### src/include/asfl_pkg.sv
package asfl_pkg;

    // flag register field positions
    localparam int FLAG_C   = 0;
    localparam int FLAG_DC  = 1;
    localparam int FLAG_Z   = 2;
    localparam int FLAG_OV  = 3;
    localparam int FLAG_N   = 4;
    localparam int FLAG_W   = 5;
    localparam logic [4:0] FLAG_RESET = 5'h00;

    // apb register byte offsets
    localparam logic [11:0] REG_FLAGS   = 12'h000;
    localparam logic [11:0] REG_OPA     = 12'h004;
    localparam logic [11:0] REG_OPB     = 12'h008;
    localparam logic [11:0] REG_CTRL    = 12'h00C;
    localparam logic [11:0] REG_RESULT  = 12'h010;

    // control register field layout
    localparam int CTRL_OP_LSB  = 0;
    localparam int CTRL_OP_W    = 5;
    localparam int CTRL_DEST    = 8;
    localparam int CTRL_CIN     = 9;
    localparam int CTRL_BIT_LSB = 12;
    localparam int CTRL_BIT_W   = 3;

    // operation codes
    typedef enum logic [4:0] {
        ASFL_OP_NONE     = 5'h00,
        ASFL_OP_ADD_ACCUMULATOR_FILE_OP    = 5'h01,
        ASFL_OP_ADD_LITERAL_OP    = 5'h02,
        ASFL_OP_LITERAL_MINUS_ACCUMULATOR_OP    = 5'h03,
        ASFL_OP_FILE_MINUS_ACCUMULATOR_OP    = 5'h04,
        ASFL_OP_AND      = 5'h05,
        ASFL_OP_IOR      = 5'h06,
        ASFL_OP_XOR      = 5'h07,
        ASFL_OP_CLR      = 5'h08,
        ASFL_OP_RRF      = 5'h09,
        ASFL_OP_RLF      = 5'h0A,
        ASFL_OP_BCLR     = 5'h0B,
        ASFL_OP_BSET     = 5'h0C,
        ASFL_OP_SWAP     = 5'h0D,
        ASFL_OP_COPY     = 5'h0E,
        ASFL_OP_STORE    = 5'h0F
    } asfl_op_t;

endpackage

### src/hdl/asfl_alu.sv
`timescale 1ns/100ps
`default_nettype none

module asfl_alu
    import asfl_pkg::*;
(
    // operation and operands
    input  wire asfl_pkg::asfl_op_t op,
    input  wire logic [7:0]         opa,
    input  wire logic [7:0]         opb,
    input  wire logic [2:0]         bitsel,
    input  wire logic [4:0]         flags_in,
    // outputs
    output logic [7:0]              result,
    output logic [4:0]              flags_out
);

    logic [8:0] sum;
    logic [4:0] low;
    logic [7:0] addend;
    logic       sub;

    // combinational datapath and flag update
    always_comb begin
        sub       = (op == ASFL_OP_LITERAL_MINUS_ACCUMULATOR_OP) || (op == ASFL_OP_FILE_MINUS_ACCUMULATOR_OP);
        // inverted operand plus carry in: one adder yields carries and overflow sign
        addend    = sub ? ~opb : opb;                       // see RULE7
        sum       = {1'b0, opa} + {1'b0, addend} + {8'h00, sub};
        low       = {1'b0, opa[3:0]} + {1'b0, addend[3:0]} + {4'h0, sub};
        result    = 8'h00;
        flags_out = flags_in;                       // see RULE15
        case (op)
            ASFL_OP_ADD_ACCUMULATOR_FILE_OP, ASFL_OP_ADD_LITERAL_OP, ASFL_OP_LITERAL_MINUS_ACCUMULATOR_OP, ASFL_OP_FILE_MINUS_ACCUMULATOR_OP: begin
                result             = sum[7:0];
                flags_out[FLAG_C]  = sum[8];        // see RULE5 see RULE6
                flags_out[FLAG_DC] = low[4];        // see RULE4 see RULE6
                flags_out[FLAG_OV] = (opa[7] == addend[7]) && (sum[7] != opa[7]); // see RULE2
                flags_out[FLAG_Z]  = (sum[7:0] == 8'h00); // see RULE3
                flags_out[FLAG_N]  = sum[7];        // see RULE1
            end
            ASFL_OP_AND, ASFL_OP_IOR, ASFL_OP_XOR: begin
                result = (op == ASFL_OP_AND) ? (opa & opb) :
                         (op == ASFL_OP_IOR) ? (opa | opb) : (opa ^ opb);
                flags_out[FLAG_Z] = (result == 8'h00); // see RULE3
                flags_out[FLAG_N] = result[7];      // see RULE1
            end
            ASFL_OP_CLR: begin
                flags_out[FLAG_Z] = 1'b1;           // see RULE11
            end
            ASFL_OP_RRF: begin
                result             = {flags_in[FLAG_C], opa[7:1]};
                flags_out[FLAG_C]  = opa[0];        // see RULE9
                flags_out[FLAG_DC] = opa[4];        // see RULE8
                flags_out[FLAG_Z]  = (result == 8'h00);
                flags_out[FLAG_N]  = result[7];
            end
            ASFL_OP_RLF: begin
                result             = {opa[6:0], flags_in[FLAG_C]};
                flags_out[FLAG_C]  = opa[7];        // see RULE9
                flags_out[FLAG_DC] = opa[3];        // see RULE8
                flags_out[FLAG_Z]  = (result == 8'h00);
                flags_out[FLAG_N]  = result[7];
            end
            ASFL_OP_BCLR:  result = opa & ~(8'h01 << bitsel); // see RULE12
            ASFL_OP_BSET:  result = opa | (8'h01 << bitsel);  // see RULE12
            ASFL_OP_SWAP:  result = {opa[3:0], opa[7:4]};     // see RULE12
            ASFL_OP_COPY,
            ASFL_OP_STORE: result = opa;                      // see RULE12
            default:       result = 8'h00;
        endcase
    end

endmodule

`default_nettype wire

### src/hdl/asfl_top.sv
// Implementation choices: the APB register port and the register addresses.
`timescale 1ns/100ps
`default_nettype none

// What this block does
// RULE1 - negative flag bit 4 follows result most significant bit
// RULE2 - overflow flag bit 3 set when signed result wraps the sign
// RULE3 - zero flag bit 2 set when arithmetic or logic result is zero
// RULE4 - add/subtract ops load half carry bit 1 from low nibble carry
// RULE5 - add/subtract ops load carry bit 0 from most significant carry
// RULE6 - in subtraction carry flags mean no borrow when set
// RULE7 - subtraction adds the two's complement of the second operand
// RULE8 - rotates load half carry from source bit 4 or bit 3
// RULE9 - rotates load carry from source high or low bit
// RULE10 - flag register as destination of flag-affecting op takes only flags
// RULE11 - clearing the flag register sets zero, keeps other flags
// RULE12 - bit clear, bit set, swap, copy and store change no flag
// RULE13 - bits 7 to 5 of flag register read zero, ignore writes
// RULE14 - flag register usable as ordinary source and destination
// RULE15 - flags not affected by an op keep their previous value

module asfl_top
    import asfl_pkg::*;
(
    // clock and reset
    input  wire logic        pclk,
    input  wire logic        presetn,
    // apb slave
    input  wire logic        psel,
    input  wire logic        penable,
    input  wire logic        pwrite,
    input  wire logic [11:0] paddr,
    input  wire logic [31:0] pwdata,
    input  wire logic [3:0]  pstrb,
    output logic [31:0]      prdata,
    output logic             pready,
    output logic             pslverr,
    // flag and result outputs
    output logic [7:0]       flags_out,
    output logic [7:0]       result_out
);

    import asfl_pkg::*;

    ////////////////////////////////////////////////////////////////////////
    // state

    logic [4:0]  flags_q;
    logic [7:0]  opa_q;
    logic [7:0]  opb_q;
    logic [7:0]  result_q;
    logic [7:0]  res_d;
    logic [4:0]  fl_d;
    logic        access;
    logic        commit;
    logic        wr;
    logic        run;
    logic        dest_flags;
    logic        mapped;
    logic [7:0]  src_a;
    asfl_op_t    op;

    // first access edge launches the answer, writes land when ready is seen
    assign access = psel && penable && !pready;
    assign commit = psel && penable && pready;
    assign wr     = commit && pwrite;
    assign mapped = (paddr == REG_FLAGS) || (paddr == REG_OPA) || (paddr == REG_OPB)
                 || (paddr == REG_CTRL) || (paddr == REG_RESULT);
    assign run        = wr && (paddr == REG_CTRL) && pstrb[0];
    assign op         = asfl_op_t'(pwdata[CTRL_OP_LSB +: CTRL_OP_W]);
    assign dest_flags = pwdata[CTRL_DEST];

    // flag register readable as source operand
    assign src_a = pwdata[CTRL_CIN] ? {3'h0, flags_q} : opa_q;  // see RULE14

    ////////////////////////////////////////////////////////////////////////
    // datapath

    asfl_alu u_alu (
        .op        (op),
        .opa       (src_a),
        .opb       (opb_q),
        .bitsel    (pwdata[CTRL_BIT_LSB +: CTRL_BIT_W]),
        .flags_in  (flags_q),
        .result    (res_d),
        .flags_out (fl_d)
    );

    // flag register update
    always_ff @(posedge pclk or negedge presetn) begin
        if (!presetn) begin
            flags_q <= FLAG_RESET;
        end else if (wr && paddr == REG_FLAGS && pstrb[0]) begin
            flags_q <= pwdata[FLAG_W-1:0];                 // see RULE13 see RULE14
        end else if (run) begin
            if (dest_flags && fl_d == flags_q && (op == ASFL_OP_BCLR || op == ASFL_OP_BSET
                || op == ASFL_OP_SWAP || op == ASFL_OP_COPY || op == ASFL_OP_STORE)) begin
                flags_q <= res_d[FLAG_W-1:0];              // see RULE12 see RULE14
            end else begin
                flags_q <= fl_d;                           // see RULE10 see RULE15
            end
        end
    end

    // operand registers
    always_ff @(posedge pclk or negedge presetn) begin
        if (!presetn) begin
            opa_q <= 8'h00;
            opb_q <= 8'h00;
        end else if (wr && pstrb[0]) begin
            if (paddr == REG_OPA) opa_q <= pwdata[7:0];
            if (paddr == REG_OPB) opb_q <= pwdata[7:0];
        end
    end

    // result register, skipped when flags are destination
    always_ff @(posedge pclk or negedge presetn) begin
        if (!presetn) begin
            result_q <= 8'h00;
        end else if (run && !dest_flags) begin
            result_q <= res_d;                             // see RULE10
        end
    end

    ////////////////////////////////////////////////////////////////////////
    // apb answer, one wait state then a one-cycle ready pulse

    always_ff @(posedge pclk or negedge presetn) begin
        if (!presetn) begin
            pready  <= 1'b0;
            pslverr <= 1'b0;
            prdata  <= 32'h0000_0000;
        end else begin
            pready  <= access;
            pslverr <= access && !mapped;
            prdata  <= 32'h0000_0000;
            if (access && !pwrite) begin
                case (paddr)
                    REG_FLAGS:  prdata <= {27'h0, flags_q};  // see RULE13
                    REG_OPA:    prdata <= {24'h0, opa_q};
                    REG_OPB:    prdata <= {24'h0, opb_q};
                    REG_RESULT: prdata <= {24'h0, result_q};
                    default:    prdata <= 32'h0000_0000;
                endcase
            end
        end
    end

    // registered mirrors
    always_ff @(posedge pclk or negedge presetn) begin
        if (!presetn) begin
            flags_out  <= 8'h00;
            result_out <= 8'h00;
        end else begin
            flags_out  <= {3'h0, flags_q};
            result_out <= result_q;
        end
    end

endmodule

`default_nettype wire

### config.mk
export PLATFORM = sky130hd
export DESIGN_NAME = asfl_top
export DESIGN_NICKNAME = d
export VERILOG_FILES = /design/src/include/asfl_pkg.sv /design/src/hdl/asfl_alu.sv /design/src/hdl/asfl_top.sv
export SDC_FILE = /design/constraint.sdc
export NUM_CORES = 1
export LEC_CHECK = 0
export BUFFER_PORTS_ARGS = -buffer_cell sky130_fd_sc_hd__buf_4
export CAP_MARGIN = 25
export CORE_MARGIN = 4
export CORE_UTILIZATION = 40
export DETAILED_ROUTE_END_ITERATION = 10
export HOLD_SLACK_MARGIN = 0.08
export RECOVER_POWER = 50
export SYNTH_ARGS = -nofsm -noshare
export SYNTH_HDL_FRONTEND = slang
export SYNTH_SLANG_ARGS = --single-unit
### constraint.sdc
create_clock -name pclk -period 3.22 [get_ports pclk]
set_input_delay 0.161 -clock pclk [delete_from_list [all_inputs] [get_ports pclk]]
set_output_delay 0.161 -clock pclk [all_outputs]
set_load 0.05 [all_outputs]
==> results of run 1 <==
## cells in the final DEF (no fill, tap or decap), drive strengths merged, types with 9 or more instances in the layout
cell / n
inv: 23
nand2: 38
a31oi: 9
a21oi: 25
xnor2: 10
a22o: 12
clkbuf: 9
nor2: 31
ha: 23
conb: 27
nor3: 12
o22ai: 22
nand2b: 12
buf: 74
mux2: 14
dfrtp: 52
o21ai: 34
a22oi: 13
## where the power goes
group | internal, mW | switching, mW | total, mW
Clock | 0.174 | 0.222 | 0.396
Combinational | 0.0749 | 0.188 | 0.263
Sequential | 0.654 | 0.000818 | 0.655
Total | 0.903 | 0.411 | 1.31
## per-stage QoR
step | util | power, mW | hold slack, ns | cells | instance area (µm²)
2_1_floorplan | - | 0.865 | -0.135 | 516 | 4360
3_5_place_dp | 0.466 | 0.924 | 0.236 | 679 | 4810
5_1_grt | 0.478 | 1.37 | 0.163 | 691 | 4940
4_1_cts | 0.479 | 1.32 | 0.145 | 691 | 4950
6_report | 0.478 | 1.31 | 0.155 | 691 | 4940
3_3_place_gp | 0.466 | 0.922 | 0.234 | 679 | 4810
## metal layers
metal,up-vias,GRT usage
met5,-,0
met4,0,0.0835
met3,28,0.0229
met2,163,0.335
met1,1830,0.291
li1,1875,-
## critical path: cells and delay by family (launching register included)
kind	cells	cell delay, ns
AOI/OAI and AO/OA	4	1.17
adders and majority gates	1	0.31
buffers and inverters	1	0.18
DFF	1	0.47
muxes	1	0.26
and+or+nand+nor	3	0.44
## worst paths after layout
check / end / slack [ns] / cells after the start
worst max-delay path: result_q[7] / 0.29 / 10
worst min-delay path: pready / 0.15 / 3
worst max register to register: result_q[7] / 0.29 / 10
worst min register to register: result_out[0] / 0.43 / 0
max in group asynchronous: flags_q[0] / 1.78 / 2
min in group asynchronous: prdata[4] / 0.66 / 2
## logic make-up after synthesis
group / count (synthesis) / share of synthesized area
buf+inv: 73 / 0.0893
other cells: 1 / 0.000881
fa+ha+maj: 25 / 0.0746
xor+xnor: 12 / 0.0247
flops: 52 / 0.306
simple gates: 154 / 0.210
compound gates: 154 / 0.246
mux: 19 / 0.0497
## final cells by class
class	instances	area, µm²
Clock inverter	2	15.0
Timing Repair Buffer	81	608
Multi-Input combinational cell	391	2670
Fill cell	1017	5390
Clock buffer	6	82.6
Tap cell	136	170
Inverter	23	86.3
Sequential cell	52	1300
## flip-flops by register name, indices dropped and copies added (netlist names)
signal / count
pready: 1
result_q: 8
flags_q: 5
pslverr: 1
opb_q: 8
result_out: 8
prdata: 8
flags_out: 5
opa_q: 8
==> run summary, run 1 <==
CP max FO -> 5
Area of the die -> 12400 µm²
Area Overhead vs Synth -> 16.0%
Top FF cell, synth -> dfrtp_1
Number of global-route vias before repair -> 3735
Met2 WL -> 6080 µm
Core Rows -> 37
# setup viols final -> 0
Yosys top cell by area -> dfrtp_1
FF-to-FF Start -> flags_q[1]
Part of the Yosys area used for sequential elements -> 0.306
Port bufs -> 53
Post-synth EDFFs -> 0
Global Route Usage Sum -> 0.210
Iter 0 DRT Violations -> 278
Top-count cell post-synth -> dfrtp_1
Clock buffer depth -> 2
Mean Syn Cell Area -> 8.69 µm²
Critical-path cell list -> mux2i_1, inv_1, ha_1, nand2_1, a2111oi_4, o2111ai_2, and3_1, o31ai_1, nand3_1, a22o_1
TritonRoute pass-1 iters -> 5
IO Pins -> 103
Clock Sinks -> 52
Wl on met1 -> 5940 µm
Worst path slowest cell -> dfrtp_1
First-pass GRT wire length -> 20800 µm
Unique cell type count in the Yosys netlist -> 71
Routed len/inst -> 19.1 µm
Final WS setup -> 0.293 ns
Most frequent cells after synthesis -> dfrtp_1, nand2_1, nor2_1, o21ai_0, buf_4
Nets@finish -> 631
Final Max Tran Viols -> 0
CTS H-Tree Depth -> 2
PostCTS Resize Cnt -> 0
IR drop worst, VDD -> 0.217 mV
Post-synth top area share -> 0.306
GRT Residual Overflow -> 0
Clk slew on worst S/H paths -> 0.10 ns
HPWL reported at the end of detailed placement -> 10200 µm
Max Cap Viol -> 0
Share of cells above drive strength 1 -> 0.211
Post-Route WL -> 13200 µm
Root buffer cell -> clkbuf_8
Antenna diodes -> 0
Initial antenna violation count -> 0
Final Hold Fails -> 0
Hold Crit Class -> input port to register
Core Area -> 10300 µm²
Crit-path max cell delay -> 0.47 ns
Async set or reset register ratio after synthesis -> 1.00
Worst Max-Slew Pin Slew -> 1.28 ns
Post-Place Setup Slack -> 0.0673 ns
Die W -> 111 µm
Hold_sp -> penable
Detailed-route DRC error count -> 0
RSZ-0062 raised after global routing -> false
CP required -> 3.41 ns
Synth area leaders -> dfrtp_1, ha_1, buf_4
Fmax -> 0.342 GHz
Yosys reg bits -> 52
Outcome -> finished, final reports clean
Final ANT Viol Nets -> 0
CTS tree -> built
Post-Syn Instances -> 490
Routed met3 length -> 705 µm
Vias -> 3896
CTS hold repair buffers -> 4
PD cells -> 266 nW/µm²
Routability Congestion -> 0.942
Setup TNS -> 0 ns
Cts bufs inserted -> 5
Yosys warning total -> 0
Initial core utilization -> 0.412
Top sig layer -> met4
Largest net degree at the start of global routing -> 53
Setup Fix Bufs, Post-CTS -> 0
Synth Cell Area -> 4260 µm²
Via-per-instance ratio -> 5.64
Final period utilization -> 0.909
Skew-Pair Late Insertion Delay -> 0.31 ns
Post-layout min period -> 2.93 ns
Worst relative slew slack -> 0.144
WP data arrival -> 3.12 ns
Height of the die -> 111 µm
Setup crit start -> flags_q[1]
Post-Route Skew -> 0.0163 ns
Crit end category -> register
Leak -> 2.30 nW
Worst setup path category -> register to register
Startpoint types -> register
Power figures use the tool's default switching activity.
==> run 2, diff against run 1 <==
Settings changed: CORE_UTILIZATION 40 to 35, PLACE_DENSITY set to 0.63.
==> run 2 against run 1 <==
  * Sequential share of layout area about the same
  * Final cell count increased by 1.2%
  * Setup slack improved by 0.0058 ns
  * Fmax increased by 0.20%
  * Wire length increased by 2.5%
==> run summary, run 2 (synthesis results as in run 1) <==
Worst setup path category -> register to register
Initial antenna violation count -> 0
Area of the die -> 14000 µm²
Leak -> 2.24 nW
Nets@finish -> 628
Sw frac -> 0.276
Final period utilization -> 0.907
HPWL reported at the end of detailed placement -> 10500 µm
TritonRoute pass-1 iters -> 5
Clock Sinks -> 52
PD cells -> 313 nW/µm²
Worst Max-Slew Pin Slew -> 1.26 ns
Detailed-route DRC error count -> 0
RSZ-0062 raised after global routing -> false
Critical-path cell list -> mux2i_2, inv_1, ha_1, nand2_1, a2111oi_4, o2111ai_2, a311oi_1, a41oi_1, o311a_1, a21oi_1
Hold_sp -> pwdata[6]
Number of global-route vias before repair -> 3892
Hold slack -> 0.0862 ns
Final Non-Filler Cells -> 699
Pint -> 1.12 mW
Setup TNS -> 0 ns
First-pass GRT wire length -> 21500 µm
Share of cells above drive strength 1 -> 0.176
Wl on met1 -> 5840 µm
Setup crit start -> flags_q[1]
Clock buffer depth -> 2
Clock power frac -> 0.406
Cts bufs inserted -> 5
Post-DP Area -> 4820 µm²
Hold Crit Class -> input port to register
Top sig layer -> met4
Met2 WL -> 6070 µm
Height of the die -> 118 µm
CP required -> 3.43 ns
Fmax -> 0.342 GHz
GRT Residual Overflow -> 0
Post-route cell area -> 4930 µm²
Final Max Tran Viols -> 0
Die W -> 118 µm
Largest net degree at the start of global routing -> 53
Clk slew on worst S/H paths -> 0.07 ns
Placed cells -> 690
CTS H-Tree Depth -> 2
Post-layout min period -> 2.92 ns
Post-Route WL -> 13500 µm
Iter 0 DRT Violations -> 359
Post-Route Skew -> 0.00678 ns
Routed met3 length -> 1100 µm
Outcome -> finished, final reports clean
Core Area -> 12000 µm²
Worst path slowest cell -> dfrtp_1
CP max FO -> 5
Final ANT Viol Nets -> 0
Antenna diodes -> 0
Core Rows -> 40
Crit-path max cell delay -> 0.46 ns
Setup Fix Bufs, Post-CTS -> 0
Global Route Usage Sum -> 0.192
Via-per-instance ratio -> 5.68
Fin util -> 0.412
Comb power frac -> 0.169
Vias -> 3968
Fillers -> 1190
Startpoint types -> register
Skew-Pair Late Insertion Delay -> 0.29 ns
IR drop worst, VDD -> 0.194 mV
Most frequent cells in the layout -> dfrtp_1, buf_4, nand2_1, o21ai_0, nor2_1
Seq pwr share -> 0.425
CTS tree -> built
IO Pins -> 103
Routed len/inst -> 19.3 µm
Final Hold Fails -> 0
WP data arrival -> 3.13 ns
Max Cap Viol -> 0
Root buffer cell -> clkbuf_16
Port bufs -> 53
# setup viols final -> 0
FF-to-FF Start -> flags_q[1]
Sw power -> 0.425 mW
Area Overhead vs Synth -> 15.8%
Crit end category -> register
Routability Congestion -> 1.01
Worst relative slew slack -> 0.157
Initial core utilization -> 0.356
[run 2: repair_timing]
item	CTS	global route
setup endpoints to repair	0	3
hold buffers	1	0
hold endpoints to repair	52	0
gates resized for setup	0	3
[run 2: path summary, 6_finish.rpt]
kind                                 endpoint  depth (start not counted)  slack [ns]
max in group asynchronous             pslverr                          2        1.78
worst max register to register     flags_q[3]                         10        0.30
worst max-delay path               flags_q[3]                         10        0.30
worst min-delay path                 opb_q[6]                          3        0.09
worst min register to register  result_out[1]                          0        0.42
min in group asynchronous       result_out[6]                          2        0.68
[run 2: per-layer routing]
metal  vias to the layer above  track usage
met4                         0       0.0681
met3                        35       0.0287
met5                         -            0
li1                       1872            -
met1                      1875        0.258
met2                       186        0.313
[run 2: power by group through the flow]
stage / logic [mW] / clock network (mW) / registers, mW
after floorplan: 0.192 / 0 / 0.673
after global placement: 0.254 / 0 / 0.668
after detailed placement: 0.257 / 0 / 0.668
after CTS: 0.259 / 0.632 / 0.655
after global routing: 0.281 / 0.665 / 0.655
final: 0.260 / 0.625 / 0.655
[run 2: through the flow]
| step | worst slack (ns) | total power, mW |
|---|---|---|
| final | 0.298 | 1.54 |
| after global routing | 0.0278 | 1.60 |
| after CTS | 0.131 | 1.55 |
| after detailed placement | -0.168 | 0.925 |
| after global placement | -0.0521 | 0.921 |
| after floorplan | 0.163 | 0.865 |
[run 2: layout make-up]
class / count / area (µm²) / area share
Clock buffer: 6 / 139 / 0.0282
Clock inverter: 2 / 38.8 / 0.00787
Inverter: 23 / 86.3 / 0.0175
Multi-Input combinational cell: 391 / 2680 / 0.545
Sequential cell: 52 / 1300 / 0.264
Tap cell: 147 / 184 / 0.0373
Timing Repair Buffer: 78 / 495 / 0.101
[run 2: critical path, delay by kind of cell (launching register included)]
family	cells	cell delay (ns)
DFF	1	0.46
and+or+nand+nor	1	0.09
buffers and inverters	1	0.19
muxes	1	0.26
AOI/OAI and AO/OA	6	1.52
adders and majority gates	1	0.31
